File: config.mk
export PLATFORM = sky130hd
export DESIGN_NAME = gicd_decoder
export DESIGN_NICKNAME = d
export VERILOG_FILES = /design/src/hw/gicd_decoder.v
export VERILOG_INCLUDE_DIRS = /design/src /design/src/hw
export SDC_FILE = /design/constraint.sdc
export NUM_CORES = 1
export LEC_CHECK = 0
export BUFFER_PORTS_ARGS = -buffer_cell sky130_fd_sc_hd__clkbuf_2
export CORE_ASPECT_RATIO = 0.6
export CORE_MARGIN = 1
export CORE_UTILIZATION = 50
export DETAILED_ROUTE_END_ITERATION = 16
export PLACE_DENSITY = 0.89
export REMOVE_ABC_BUFFERS = 1
export SYNTH_ARGS = -nofsm -noshare
export SYNTH_HDL_FRONTEND = slang
export SYNTH_SLANG_ARGS = --single-unit
export TNS_END_PERCENT = 20
File: constraint.sdc
create_clock -name clock -period 3 [get_ports clock]
set_clock_uncertainty 0.15 [all_clocks]
set_input_delay 0.15 -clock clock [delete_from_list [all_inputs] [get_ports clock]]
set_output_delay 0.15 -clock clock [all_outputs]
set_load 0.005 [all_outputs]
File: src/hw/gicd_map.vh
/*
 * Constants for the initialization command decoder: command and report
 * identifiers, payload lengths and field positions.
 * Assumes packet framing is stripped upstream; identifiers are 8 bits.
 */
`ifndef GICD_MAP_VH
`define GICD_MAP_VH

// ****************************************************************
// Command identifiers
// ****************************************************************
`define GICD_CMD_POS_XYZ 8'h23
`define GICD_CMD_FIX_REQ 8'h24
`define GICD_CMD_SOFT_RST 8'h25
`define GICD_CMD_HEALTH 8'h26
`define GICD_CMD_SIGNAL 8'h27
`define GICD_CMD_ALT_2D 8'h2A
`define GICD_CMD_POS_LLA 8'h2B
`define GICD_CMD_OSC_REQ 8'h2D
`define GICD_CMD_SET_TIME 8'h2E
`define GICD_CMD_ACC_XYZ 8'h31
`define GICD_CMD_VER_REQ 8'h1F

// ****************************************************************
// Report identifiers
// ****************************************************************
`define GICD_RPT_NONE 8'h00
`define GICD_RPT_VERSION 8'h45
`define GICD_RPT_HEALTH 8'h46
`define GICD_RPT_SIGNAL 8'h47
`define GICD_RPT_ALT 8'h4A
`define GICD_RPT_STATUS 8'h4B
`define GICD_RPT_OSC 8'h4D
`define GICD_RPT_TIME_ACK 8'h4E
`define GICD_RPT_FIX_MODE 8'h6D

// ****************************************************************
// Payload lengths and field positions
// ****************************************************************
`define GICD_LEN_POS 4'hC
`define GICD_LEN_TIME 4'h6
`define GICD_LEN_ALT_SET 4'h4
`define GICD_LEN_ALT_CLR 4'h1
`define GICD_LEN_NONE 4'h0
`define GICD_ALT_CLR_VAL 8'hFF
`define GICD_ALT_RPT_LEN 4'h9
`define GICD_FLD_A_LSB 0
`define GICD_FLD_B_LSB 32
`define GICD_FLD_C_LSB 64
`define GICD_WEEK_LSB 32
`define GICD_EPOCH_YEAR 1980

// ****************************************************************
// Timing: self-test length of the soft reset, in cycles
// ****************************************************************
`define GICD_SELFTEST_CYC 16

`endif

File: src/hw/gicd_decoder.v
/*
 * Initialization and status command decoder. Takes one whole command
 * (identifier, payload length, up to twelve payload bytes, little byte
 * index 0 in the low bits) per valid pulse and updates the stored
 * initial position, aiding position, time and 2-D altitude, and issues
 * report requests one at a time on the report port.
 * Assumes framing and float decoding live upstream, and that the report
 * sender accepts one report per cycle that rpt_ready is high.
 */
`timescale 1ns/1ns
`default_nettype none
`include "gicd_map.vh"

module gicd_decoder #(
   parameter SELFTEST_CYC = `GICD_SELFTEST_CYC
)(
   // Clock and reset
   input wire clock,
   input wire reset_n,
   // Command in
   input wire cmd_valid,
   input wire [7:0] cmd_id,
   input wire [3:0] cmd_len,
   input wire [95:0] cmd_data,
   output reg cmd_ready_ff,
   // Receiver status
   input wire pos_solving,
   input wire time_from_sv,
   input wire alt_in_msl,
   // Report out
   output reg rpt_valid_ff,
   output reg [7:0] rpt_id_ff,
   output reg [3:0] rpt_len_ff,
   input wire rpt_ready,
   // Stored parameters
   output reg [95:0] init_pos_ff,
   output reg init_pos_lla_ff,
   output reg init_pos_upd_ff,
   output reg [95:0] aid_pos_ff,
   output reg aid_pos_upd_ff,
   output reg [31:0] tow_ff,
   output reg [15:0] week_ff,
   output reg time_upd_ff,
   output reg [31:0] ref_alt_ff,
   output reg alt_flag_ff,
   output reg alt_ref_msl_ff,
   // Soft reset
   output reg restart_ff,
   output reg selftest_busy_ff
);

   // ****************************************************************
   // States
   // ****************************************************************
   localparam ST_IDLE = 3'h0;
   localparam ST_RPT1 = 3'h1;
   localparam ST_RPT2 = 3'h2;
   localparam ST_TEST = 3'h3;
   localparam ST_BOOT = 3'h4;

   reg [2:0] state_ff;
   reg [2:0] nxt_state;
   reg [7:0] rpt2_ff;
   reg [7:0] nxt_rpt2;
   reg [15:0] cnt_ff;
   reg [15:0] nxt_cnt;
   reg [7:0] nxt_rpt_id;
   reg [3:0] nxt_rpt_len;
   reg nxt_rpt_valid;

   // Payload length check per identifier; shared by accept and reply
   function len_ok;
      input [7:0] id;
      input [3:0] len;
      begin
         case (id)
            `GICD_CMD_POS_XYZ, `GICD_CMD_POS_LLA, `GICD_CMD_ACC_XYZ:
               len_ok = (len == `GICD_LEN_POS);
            `GICD_CMD_SET_TIME:
               len_ok = (len == `GICD_LEN_TIME);
            `GICD_CMD_ALT_2D:
               len_ok = (len == `GICD_LEN_NONE) ||
                        (len == `GICD_LEN_ALT_SET) ||
                        (len == `GICD_LEN_ALT_CLR);
            `GICD_CMD_FIX_REQ, `GICD_CMD_SOFT_RST, `GICD_CMD_HEALTH,
            `GICD_CMD_SIGNAL, `GICD_CMD_OSC_REQ, `GICD_CMD_VER_REQ:
               len_ok = (len == `GICD_LEN_NONE);
            default:
               len_ok = 1'b0;
         endcase
      end
   endfunction

   wire take = cmd_valid && cmd_ready_ff;
   wire good = take && len_ok(cmd_id, cmd_len);
   wire alt_clr = cmd_data[7:0] == `GICD_ALT_CLR_VAL;

   // ****************************************************************
   // Reply sequencing
   // ****************************************************************
   // Only one report is offered at a time, so commands stall while
   // a report is pending rather than being buffered.
   always @*
   begin
      nxt_state = state_ff;
      nxt_rpt2 = rpt2_ff;
      nxt_cnt = cnt_ff;
      nxt_rpt_valid = rpt_valid_ff;
      nxt_rpt_id = rpt_id_ff;
      nxt_rpt_len = rpt_len_ff;
      case (state_ff)
         ST_IDLE:
         begin
            if (good)
            begin
               nxt_rpt_len = `GICD_LEN_NONE;
               nxt_rpt_id = `GICD_RPT_NONE;
               case (cmd_id)
                  `GICD_CMD_FIX_REQ:
                     nxt_rpt_id = `GICD_RPT_FIX_MODE;
                  `GICD_CMD_HEALTH:
                  begin
                     nxt_rpt_id = `GICD_RPT_HEALTH;
                     nxt_rpt2 = `GICD_RPT_STATUS;
                  end
                  `GICD_CMD_SIGNAL:
                     nxt_rpt_id = `GICD_RPT_SIGNAL;
                  `GICD_CMD_OSC_REQ:
                     nxt_rpt_id = `GICD_RPT_OSC;
                  `GICD_CMD_VER_REQ:
                     nxt_rpt_id = `GICD_RPT_VERSION;
                  `GICD_CMD_ALT_2D:
                     if (cmd_len == `GICD_LEN_NONE)
                     begin
                        nxt_rpt_id = `GICD_RPT_ALT;
                        nxt_rpt_len = `GICD_ALT_RPT_LEN;
                     end
                  `GICD_CMD_SET_TIME:
                     if (!time_from_sv)
                        nxt_rpt_id = `GICD_RPT_TIME_ACK;
                  default:
                     nxt_rpt_id = `GICD_RPT_NONE;
               endcase
               if (cmd_id == `GICD_CMD_SOFT_RST)
               begin
                  nxt_state = ST_TEST;
                  nxt_cnt = 16'h0000;
               end
               else if (nxt_rpt_id != `GICD_RPT_NONE)
               begin
                  nxt_rpt_valid = 1'b1;
                  nxt_state = ST_RPT1;
               end
            end
         end
         ST_RPT1:
            if (rpt_ready)
            begin
               if (rpt2_ff != `GICD_RPT_NONE)
               begin
                  nxt_rpt_id = rpt2_ff;
                  nxt_rpt2 = `GICD_RPT_NONE;
                  nxt_state = ST_RPT2;
               end
               else
               begin
                  nxt_rpt_valid = 1'b0;
                  nxt_state = ST_IDLE;
               end
            end
         ST_RPT2:
            if (rpt_ready)
            begin
               nxt_rpt_valid = 1'b0;
               nxt_state = ST_IDLE;
            end
         ST_TEST:
            // Self-test runs for a fixed count, then boot messages
            if (cnt_ff == SELFTEST_CYC[15:0] - 16'h0001)
               nxt_state = ST_BOOT;
            else
               nxt_cnt = cnt_ff + 16'h0001;
         ST_BOOT:
         begin
            nxt_rpt_valid = 1'b1;
            nxt_rpt_id = `GICD_RPT_VERSION;
            nxt_rpt_len = `GICD_LEN_NONE;
            nxt_state = ST_RPT1;
         end
         default:
            nxt_state = ST_IDLE;
      endcase
   end

   // ****************************************************************
   // Registers
   // ****************************************************************
   // Power-up starts at the boot step without self-test: the version report goes out first
   always @(posedge clock)
   begin
      if (!reset_n)
      begin
         state_ff <= ST_BOOT;
         rpt2_ff <= `GICD_RPT_NONE;
         cnt_ff <= 16'h0000;
         rpt_valid_ff <= 1'b0;
         rpt_id_ff <= `GICD_RPT_NONE;
         rpt_len_ff <= `GICD_LEN_NONE;
         cmd_ready_ff <= 1'b0;
         init_pos_ff <= 96'h0;
         init_pos_lla_ff <= 1'b0;
         init_pos_upd_ff <= 1'b0;
         aid_pos_ff <= 96'h0;
         aid_pos_upd_ff <= 1'b0;
         tow_ff <= 32'h0;
         week_ff <= 16'h0;
         time_upd_ff <= 1'b0;
         ref_alt_ff <= 32'h0;
         alt_flag_ff <= 1'b0;
         alt_ref_msl_ff <= 1'b0;
         restart_ff <= 1'b0;
         selftest_busy_ff <= 1'b0;
      end
      else
      begin
         state_ff <= nxt_state;
         rpt2_ff <= nxt_rpt2;
         cnt_ff <= nxt_cnt;
         rpt_valid_ff <= nxt_rpt_valid;
         rpt_id_ff <= nxt_rpt_id;
         rpt_len_ff <= nxt_rpt_len;
         cmd_ready_ff <= (nxt_state == ST_IDLE);
         init_pos_upd_ff <= 1'b0;
         aid_pos_upd_ff <= 1'b0;
         time_upd_ff <= 1'b0;
         restart_ff <= good && (cmd_id == `GICD_CMD_SOFT_RST);
         selftest_busy_ff <= (nxt_state == ST_TEST);
         // Datum of reference altitude follows the live I/O option
         alt_ref_msl_ff <= alt_in_msl;
         if (good)
         begin
            case (cmd_id)
               `GICD_CMD_POS_XYZ, `GICD_CMD_POS_LLA:
                  if (!pos_solving)
                  begin
                     init_pos_ff <= cmd_data;
                     init_pos_lla_ff <= (cmd_id == `GICD_CMD_POS_LLA);
                     init_pos_upd_ff <= 1'b1;
                  end
               `GICD_CMD_ACC_XYZ:
               begin
                  aid_pos_ff <= cmd_data;
                  aid_pos_upd_ff <= 1'b1;
               end
               `GICD_CMD_SET_TIME:
                  if (!time_from_sv)
                  begin
                     tow_ff <= cmd_data[31:0];
                     week_ff <= cmd_data[47:32];
                     time_upd_ff <= 1'b1;
                  end
               `GICD_CMD_ALT_2D:
                  if (cmd_len == `GICD_LEN_ALT_SET)
                  begin
                     ref_alt_ff <= cmd_data[31:0];
                     alt_flag_ff <= 1'b1;
                  end
                  else if (cmd_len == `GICD_LEN_ALT_CLR && alt_clr)
                     alt_flag_ff <= 1'b0;
               default:
                  alt_flag_ff <= alt_flag_ff;
            endcase
         end
      end
   end

endmodule
`default_nettype wire

### Word level (Yosys, flattened, before mapping)

Index checks and enable logic that the tools add are counted.

* bits in registers: 321
* input bits: 115
* output and inout port bits: 294
* logic and storage cells: 131

* $add $sub $neg: 1
* eq/ne operators: 32
* muxes and demuxes: 43
* bitwise gates (word level): 2
* reduce and logical (&&, ||, !) cells: 33

Operators with widths (count)
* 8-bit by 6-bit equality test with 1-bit output, second input constant: 10
* 8-bit two-way mux: 9
* 7-bit one-hot mux with 7 select lines: 1
* 16-bit two-way mux: 3
* 16-bit one-hot mux with 2 select lines: 1
* 8-bit one-hot mux with 3 select lines: 1
* 3-bit two-way mux: 6
* 2-bit != test, second input constant: 9
* 3-bit AND reduction: 6
* 16-bit by 1-bit adder with 16-bit output, second input constant: 1
* 16-bit by 4-bit equality test with 1-bit output, second input constant: 1
* 8-bit one-hot mux with 2 select lines: 1
* 8-bit nonzero test: 2
* 3-bit one-hot mux with 5 select lines: 1
* 7-bit two-way mux: 2
* 4-bit two-way mux: 3
* 1-bit two-way mux: 11
* 3-bit by 2-bit equality test with 1-bit output, second input constant: 3
* 4-bit by 3-bit equality test with 1-bit output, second input constant: 2
* 8-bit by 5-bit equality test with 1-bit output, second input constant: 1
* 8-bit equality test, second input constant: 1
* 1-bit one-hot mux with 4 select lines: 2
* 4-bit one-hot mux with 2 select lines: 1
* 4-bit AND reduction: 2
* other kinds (20): 31

### Longest topological paths before layout

Gate-level depths: netlist (run 1).

* depth after elaboration: 13
* mapped depth: 11
* mapped depth without buffers: 7

### Worst setup path after synthesis (run 1)

No wires, ideal clock.

* kind: in2reg
* start point: input cmd_id[1]
* end point: register aid_pos_ff[67]
* setup time: 0.132 ns
* data arrival time: 2.221 ns
* required time: 2.718 ns
* slack: 0.496 ns
* cell stages on the path: 11
* path buffers: 4
* path through: buf_2 and4bb_4 a311o_1 a221oi_4 o211ai_4 or3_1 buf_2 buf_6 buf_4 nand2_1 a21oi_1

* longest elaborated chain between the ends: 5
* elaborated cells on any way between the ends: 16
* classes of those cells: 11 x eq/ne; 1 x mux; 4 x reduce/logical

RTL lines
* from (decl): RTL line gicd_decoder.v:22 `input wire [7:0] cmd_id,`
* 8-bit by 6-bit equality test with 1-bit output (tied with other cells): RTL line gicd_decoder.v:76 `case (id)`
* 6-bit OR reduction / 3-bit OR reduction (equally long branches): RTL line gicd_decoder.v:76
* 1-bit one-hot mux with 4 select lines: RTL line gicd_decoder.v:76
* 1-bit logical AND: RTL line gicd_decoder.v:95 `wire good = take && len_ok(cmd_id, cmd_len);`
* 2-bit AND reduction (no line) *
* to (signal assigned): RTL line gicd_decoder.v:252 `aid_pos_ff <= cmd_data;`
* to (decl): RTL line gicd_decoder.v:39 `output reg [95:0] aid_pos_ff,`

Mark *: on every way between the ends. The rest lies on a longest branch, timed or not.
A chain may end at the register's enable or synchronous reset.

### Final worst setup path (run 1)

* start point: input cmd_id[1]
* end point: register aid_pos_ff[45]

Same word-level chain as after synthesis.

==> metrics, run 1 <==
Antenna Nets Post-Route=0; Core Footprint=22300 um^2; layout cell share with drive strength beyond 1=25.1%; Final nets=2051; Hold Startpoint=cmd_valid; Reg2Reg Setup Slack=0.32 ns; Worst-Skew Late Latency=0.55 ns; critical path, cell by cell=dlygate4sd3_1 -> clkbuf_2 -> and4bb_4 -> a311o_1 -> a221oi_4 -> o211ai_4 -> or3_4 -> buf_4 -> nand2_1 -> a21oi_1; CP arrival=3.14 ns; Post-Syn Area=11500 um^2; Hold EP=time_upd_ff$_SDFF_PN0_; # DRC=0; I/O pin total=409; largest net degree at the start of global routing=107; Pwr per Cell Area=512 nW/um^2; endpoint of the worst-slack reg-to-reg timing path=cnt_ff[15]$_SDFFE_PN0P_; die area=23600 um^2; fin crit share=96.1%; Seq/Total Area, Yosys=53.8%; endpoints failing setup=0; Syn. warnings=0; Worst IR Drop VDD=0.452 mV; RSZ-0062 raised after global routing=false; CTS tree=yes; IO Port Bufs=404; TritonCTS buffer count=28; final WL=42500 um; Setup CP Type=input pin to flip-flop; Most used DFF post-synth=dfxtp_1; GRT overflow=0; FILL cells=1517; synth unique cells=65; Slew headroom=57.2%; synthesis-to-layout area growth=38.2%; Reg area=6190 um^2; syn_area_per_cell=7.86 um^2; Worst Hold Depth=4; Clock Pin Slew Worst Setup and Hold Paths=0.07 ns; vias in the first global route=12152; post-route cell area=15900 um^2; ant diodes=0; Crit. End Element=flip-flop; Max Freq=0.347 GHz; Hold Fails Final Rpt=0; die width=198 um; GR Util All Layers=34.9%; fin crit period=2.88 ns; H-tree depth=1; #FFs+latches synth=309; die height=119 um; router iterations before antenna repair=6; first-pass GRT wire length=65300 um; Placer Congestion=0.948; post-route insts no fill=2260; Mapped Cells=1463; Clock Tree Buf Depth=3; Slowest-stage cell, CP=dlygate4sd3_1; root buf cell=clkbuf_16; Final Max Tran Viols=0; dpl cell area=13800 um^2; Setup Buffers After CTS=0; Initial DRC Count=1166; status=finished clean; Vias=12802; post-DP HPWL=25200 um; Placed Cells incl. Taps=2097; worst reg2reg path depth=6; routed len/inst=18.8 um; Worst Tran Pin Value=0.636 ns; multi-input gate area in the final layout=4870 um^2; starting density of the core=51.6%; Reg2Reg Launch Point=state_ff[0]$_SDFF_PN0_; Max Cap Viol=0; vias per cell=5.66; Worst EP required=3.26 ns; crit-path max cell delay=0.54 ns; EDFF count, synth=0; initial antenna violation count=0; crit path launch type=input pin; crit-path max FO=39; Clock Sinks=309; Post-synth ARST share=0%; Placement Rows=42; worst hold path class=input pin to flip-flop; P_leak=6.37 nW
state kept, by name (all words and copies together) (netlist names), 3 cells and up:
| signal | cells |
|---|---|
| week_ff | 16 |
| init_pos_ff | 96 |
| aid_pos_ff | 96 |
| cnt_ff | 16 |
| state_ff | 3 |
| rpt_id_ff | 6 |
| tow_ff | 32 |
| ref_alt_ff | 32 |
Yosys cell counts (2+ instances only):
| cell | instances | area (um^2) |
|---|---|---|
| nand2_1 | 569 | 2140 |
| dfxtp_1 | 309 | 6190 |
| a21oi_1 | 290 | 1450 |
| clkbuf_1 | 71 | 267 |
| nor2_1 | 32 | 120 |
| buf_2 | 18 | 90.1 |
| nand3_1 | 13 | 65.1 |
| o21ai_0 | 11 | 55.1 |
| buf_4 | 10 | 75.1 |
| nor4_1 | 9 | 56.3 |
| and2_1 | 8 | 50.1 |
| inv_1 | 8 | 30.0 |
| nor2b_1 | 8 | 50.1 |
| or3_1 | 8 | 50.1 |
| nand4_1 | 7 | 43.8 |
| nand2b_1 | 6 | 37.5 |
| xnor2_1 | 6 | 52.6 |
| nor3b_1 | 5 | 37.5 |
| a211o_1 | 4 | 35.0 |
| a211oi_1 | 4 | 30.0 |
| nor3_1 | 4 | 20.0 |
| o31ai_1 | 4 | 30.0 |
| a21boi_0 | 3 | 22.5 |
| buf_1 | 3 | 11.3 |
| mux2i_1 | 3 | 30.0 |
| o2111ai_1 | 3 | 26.3 |
| or2_2 | 3 | 18.8 |
| xor2_1 | 3 | 26.3 |
| a31oi_1 | 2 | 12.5 |
| and3_1 | 2 | 12.5 |
| nor3_2 | 2 | 20.0 |
| o211ai_1 | 2 | 15.0 |
worst max-delay path: cells and delay by family:
family,cells,cell delay (ns)
buffers and inverters,3,1.03
AOI/OAI and AO/OA,4,1.08
and+or+nand+nor,3,0.83
layout make-up:
| cell class | count | area share, % |
|---|---|---|
| flip-flops and latches | 309 | 38.9 |
| well taps | 308 | 2.43 |
| clock inverters | 8 | 0.488 |
| multi-input cells | 1045 | 30.6 |
| repair buffers | 542 | 22.1 |
| clock buffers | 39 | 5.18 |
| inverters | 9 | 0.260 |
timing repair:
| item | CTS | global route |
|---|---|---|
| hold buffers | 116 | 0 |
| resized for setup | 0 | 0 |
| hold endpoints to repair | 291 | 0 |
worst max-delay path by stage:
stage | start | depth (start not counted) | endpoint
final | cmd_id[1] | 10 | aid_pos_ff[45]$_SDFFE_PN0P_
after global routing | cmd_len[0] | 9 | cnt_ff[15]$_SDFFE_PN0P_
after CTS | cmd_id[1] | 10 | aid_pos_ff[9]$_SDFFE_PN0P_
after detailed placement | cmd_id[2] | 9 | aid_pos_ff[51]$_SDFFE_PN0P_
after global placement | cmd_id[2] | 9 | aid_pos_ff[19]$_SDFFE_PN0P_
after floorplan | reset_n | 3 | rpt_id_ff[6]$_SDFFE_PN0P_
power breakdown:
group | switching (mW) | internal, mW | total, mW
combinational | 0.241 | 0.200 | 0.441
sequential | 0.00826 | 4.11 | 4.12
clock | 1.58 | 2.00 | 3.58
total | 1.83 | 6.31 | 8.13
cell usage in the layout (no fill, tap or decap), types with 8 or more instances in the layout:
cell type      instances
nand2_1              569
clkbuf_2             404
dfxtp_1              309
a21oi_1              290
dlygate4sd3_1        116
nor2_1                32
clkbuf_16             29
nand3_1               13
buf_12                13
o21ai_0               11
nor4_1                 9
buf_4                  9
nor2b_1                8
and2_1                 8
inv_1                  8
cells by family after synthesis:
kind of cell | Yosys count | synth area share [%]
compound gates | 342 | 16.4
xor+xnor | 9 | 0.686
fa+ha+maj | 1 | 0.109
buf+inv | 112 | 4.24
flops | 309 | 53.8
mux | 3 | 0.261
other cells | 1 | 0.0326
simple gates | 686 | 24.5
metrics by stage:
| stage | TNS (ns) | hold WS (ns) | setup slack [ns] | total power, mW | utilization, % |
|---|---|---|---|---|---|
| 2_1_floorplan | -575.32 | 0.0942 | -2.64 | 4.32 | - |
| 3_3_place_gp | 0 | 0.233 | 0.268 | 4.51 | 62.1 |
| 3_5_place_dp | 0 | 0.236 | 0.213 | 4.51 | 62.1 |
| 4_1_cts | 0 | 0.0371 | 0.273 | 8.12 | 71.3 |
| 5_1_grt | 0 | 0.0632 | 0.0339 | 8.36 | 71.3 |
| 6_report | 0 | 0.0589 | 0.118 | 8.13 | 71.3 |
routing by layer:
metal	share of wire, %	vias to the layer above	routed length [um]	global-route usage, %
li1	-	5756	-	-
met1	38	5964	16100	43.3
met2	46	908	19500	55.5
met3	12	174	4950	10.6
met4	4.6	0	1970	16.0
met5	0	-	0	0
(Power assumes the default switching activity.)
==> run 2, diff against run 1 <==
--- a/config.mk
+++ b/config.mk
@@ -10,6 +10,7 @@
 export CORE_ASPECT_RATIO = 0.6
 export CORE_MARGIN = 1
 export CORE_UTILIZATION = 50
+export CTS_CLUSTER_SIZE = 24
 export DETAILED_ROUTE_END_ITERATION = 16
 export PLACE_DENSITY = 0.89
 export REMOVE_ABC_BUFFERS = 1
==> constraint.sdc (replaced) <==
create_clock -name clock -period 3 [get_ports clock]
set_clock_uncertainty 0.15 [all_clocks]
set_input_delay 0.6 -clock clock [delete_from_list [all_inputs] [get_ports clock]]
set_output_delay 0.6 -clock clock [all_outputs]
set_load 0.005 [all_outputs]
==> metrics, run 2 (synthesis results as in run 1) <==
P_sw=1.77 mW (-3.4%); router iterations before antenna repair=5 (-1); Clk pwr share=45.2% (+1.2 points); Final nets=1961 (-4.4%); Worst IR Drop VDD=0.406 mV (-10%); die area=23600 um^2 (unchanged); Worst-Skew Late Latency=0.54 ns (about the same); starting density of the core=51.6% (unchanged); PostCTS Resize Cnt=0 (unchanged); vias per cell=5.41 (-4.4%); die width=198 um (unchanged); most frequent cells in the layout=569 x nand2_1, 404 x clkbuf_2, 309 x dfxtp_1; synthesis-to-layout area growth=30.3%; combinational power share=3.9% (-1.5 points); largest net degree at the start of global routing=95 (-11%); Setup CP Type=input pin to flip-flop; post-DP HPWL=25500 um (+1.1%); status=finished clean; most common cell after layout, fill and taps aside=nand2_1; dpl cell area=14000 um^2 (+1.4%); root buf cell=clkbuf_16; total internal power=6.34 mW (+0.49%); I/O pin total=409 (unchanged); Slew headroom=59.9% (+2.6 points); TritonCTS buffer count=28 (unchanged); Initial DRC Count=892 (-23%); Clock Sinks=309 (unchanged); Antenna Nets Post-Route=0 (unchanged); crit-path max FO=65 (+67%); ant diodes=0 (unchanged); Pwr per Cell Area=541 nW/um^2 (+5.7%); Worst EP required=3.31 ns (+0.05 ns); endpoints failing setup=0 (unchanged); final WL=36400 um (-14%); Largest regs=aid_pos_ff: 96 flops, init_pos_ff: 96 flops; worst hold path class=input pin to flip-flop; Setup TNS Final=0 ns (unchanged); Slowest-stage cell, CP=a311o_1; # DRC=0 (unchanged); Placer Congestion=0.917 (-3.3%); crit path launch type=input pin; first-pass GRT wire length=56400 um (-14%); Max Cap Viol=0 (unchanged); Max Freq=0.384 GHz (+11%); Clock Tree Buf Depth=3 (unchanged); H-tree depth=1 (unchanged); CTS tree=yes; initial antenna violation count=0 (unchanged); setup ws final=0.398 ns (+0.280 ns); Crit. End Element=flip-flop; IO Port Bufs=404 (unchanged); Clock Pin Slew Worst Setup and Hold Paths=0.07 ns (about the same); Setup Buffers After CTS=0 (unchanged); post-route cell area=15000 um^2 (-5.7%); Final Max Tran Viols=0 (unchanged); Worst Tran Pin Value=0.597 ns (-0.0398 ns); GRT overflow=0 (unchanged); Hold Fails Final Rpt=0 (unchanged); Sw Share=21.8% (-0.67 points); GR Util All Layers=29.6% (-5.3 points); Placement Rows=42 (unchanged); Vias=11765 (-8.1%); P_leak=6.03 nW (-5.3%); critical path, cell by cell=clkbuf_2 -> and4bb_4 -> a311o_1 -> a221oi_4 -> buf_4 -> o211ai_4 -> nor3_4 -> buf_12 -> nand2_1 -> a21oi_1; Core Footprint=22300 um^2 (unchanged); CP arrival=2.92 ns (-0.22 ns); fin crit period=2.60 ns (-0.280 ns); layout cell share with drive strength beyond 1=27.9% (+2.8 points); Post-CTS Hold Buffers=0 (-100%); routed len/inst=16.7 um (-11%); Reg power frac=50.8% (+0.2 points); crit-path max cell delay=0.38 ns (-0.16 ns); WHS=0.120 ns (+0.0614 ns); die height=119 um (unchanged); RSZ-0062 raised after global routing=false; worst slack, placed=-0.0483 ns (-0.261 ns); vias in the first global route=10838 (-11%); fin crit share=86.7% (-9.3 points)
[run 2: final cells by class]
cell class | instances | area [um^2]
clock inverter | 11 | 121
inverter | 9 | 41.3
fill | 1809 | 7300
clock buffer | 39 | 833
sequential | 309 | 6190
timing repair buffer | 452 | 2540
tap | 308 | 385
multi-input combinational | 1045 | 4870
[run 2: per-stage QoR]
| step | cells | utilization, % | power, mW |
|---|---|---|---|
| floorplan | 1363 | - | 4.32 |
| global placement | 2123 | 62.9 | 4.52 |
| detailed placement | 2123 | 62.9 | 4.52 |
| CTS | 2173 | 67.2 | 8.14 |
| global route | 2173 | 67.2 | 8.35 |
| finish | 2173 | 67.2 | 8.10 |
[run 2: critical path, delay by kind of cell]
kind	cells	cell delay [ns]
AO/OA/AOI/OAI	4	1.03
buffers and inverters	3	0.58
AND/OR/NAND/NOR	3	0.62
[run 2: power groups by stage]
| stage | sequential (mW) | clock (mW) | combinational, mW |
|---|---|---|---|
| 2_1_floorplan | 4.21 | 0 | 0.108 |
| 3_3_place_gp | 4.21 | 0 | 0.309 |
| 3_5_place_dp | 4.21 | 0 | 0.310 |
| 4_1_cts | 4.12 | 3.71 | 0.312 |
| 5_1_grt | 4.12 | 3.89 | 0.341 |
| 6_report | 4.12 | 3.67 | 0.320 |
[run 2: worst paths after layout]
kind,startpoint,slack (ns),cells past startpoint,end
setup / recovery,cmd_id[4],0.40,10,aid_pos_ff[67]$_SDFFE_PN0P_
hold / removal,alt_in_msl,0.12,2,alt_ref_msl_ff$_SDFF_PN0_
setup reg to reg,state_ff[0]$_SDFF_PN0_,0.46,6,cnt_ff[11]$_SDFFE_PN0P_
hold reg to reg,init_pos_ff[34]$_SDFFE_PN0P_,0.30,2,init_pos_ff[34]$_SDFFE_PN0P_
[run 2: layer usage]
| layer | GRT usage [%] | up-vias | part of all wire, % |
|---|---|---|---|
| met5 | 0 | - | 0 |
| met4 | 10.4 | 0 | 3.4 |
| met3 | 7.02 | 96 | 9.0 |
| met2 | 48.4 | 583 | 46 |
| met1 | 38.1 | 5519 | 42 |
| li1 | - | 5567 | - |
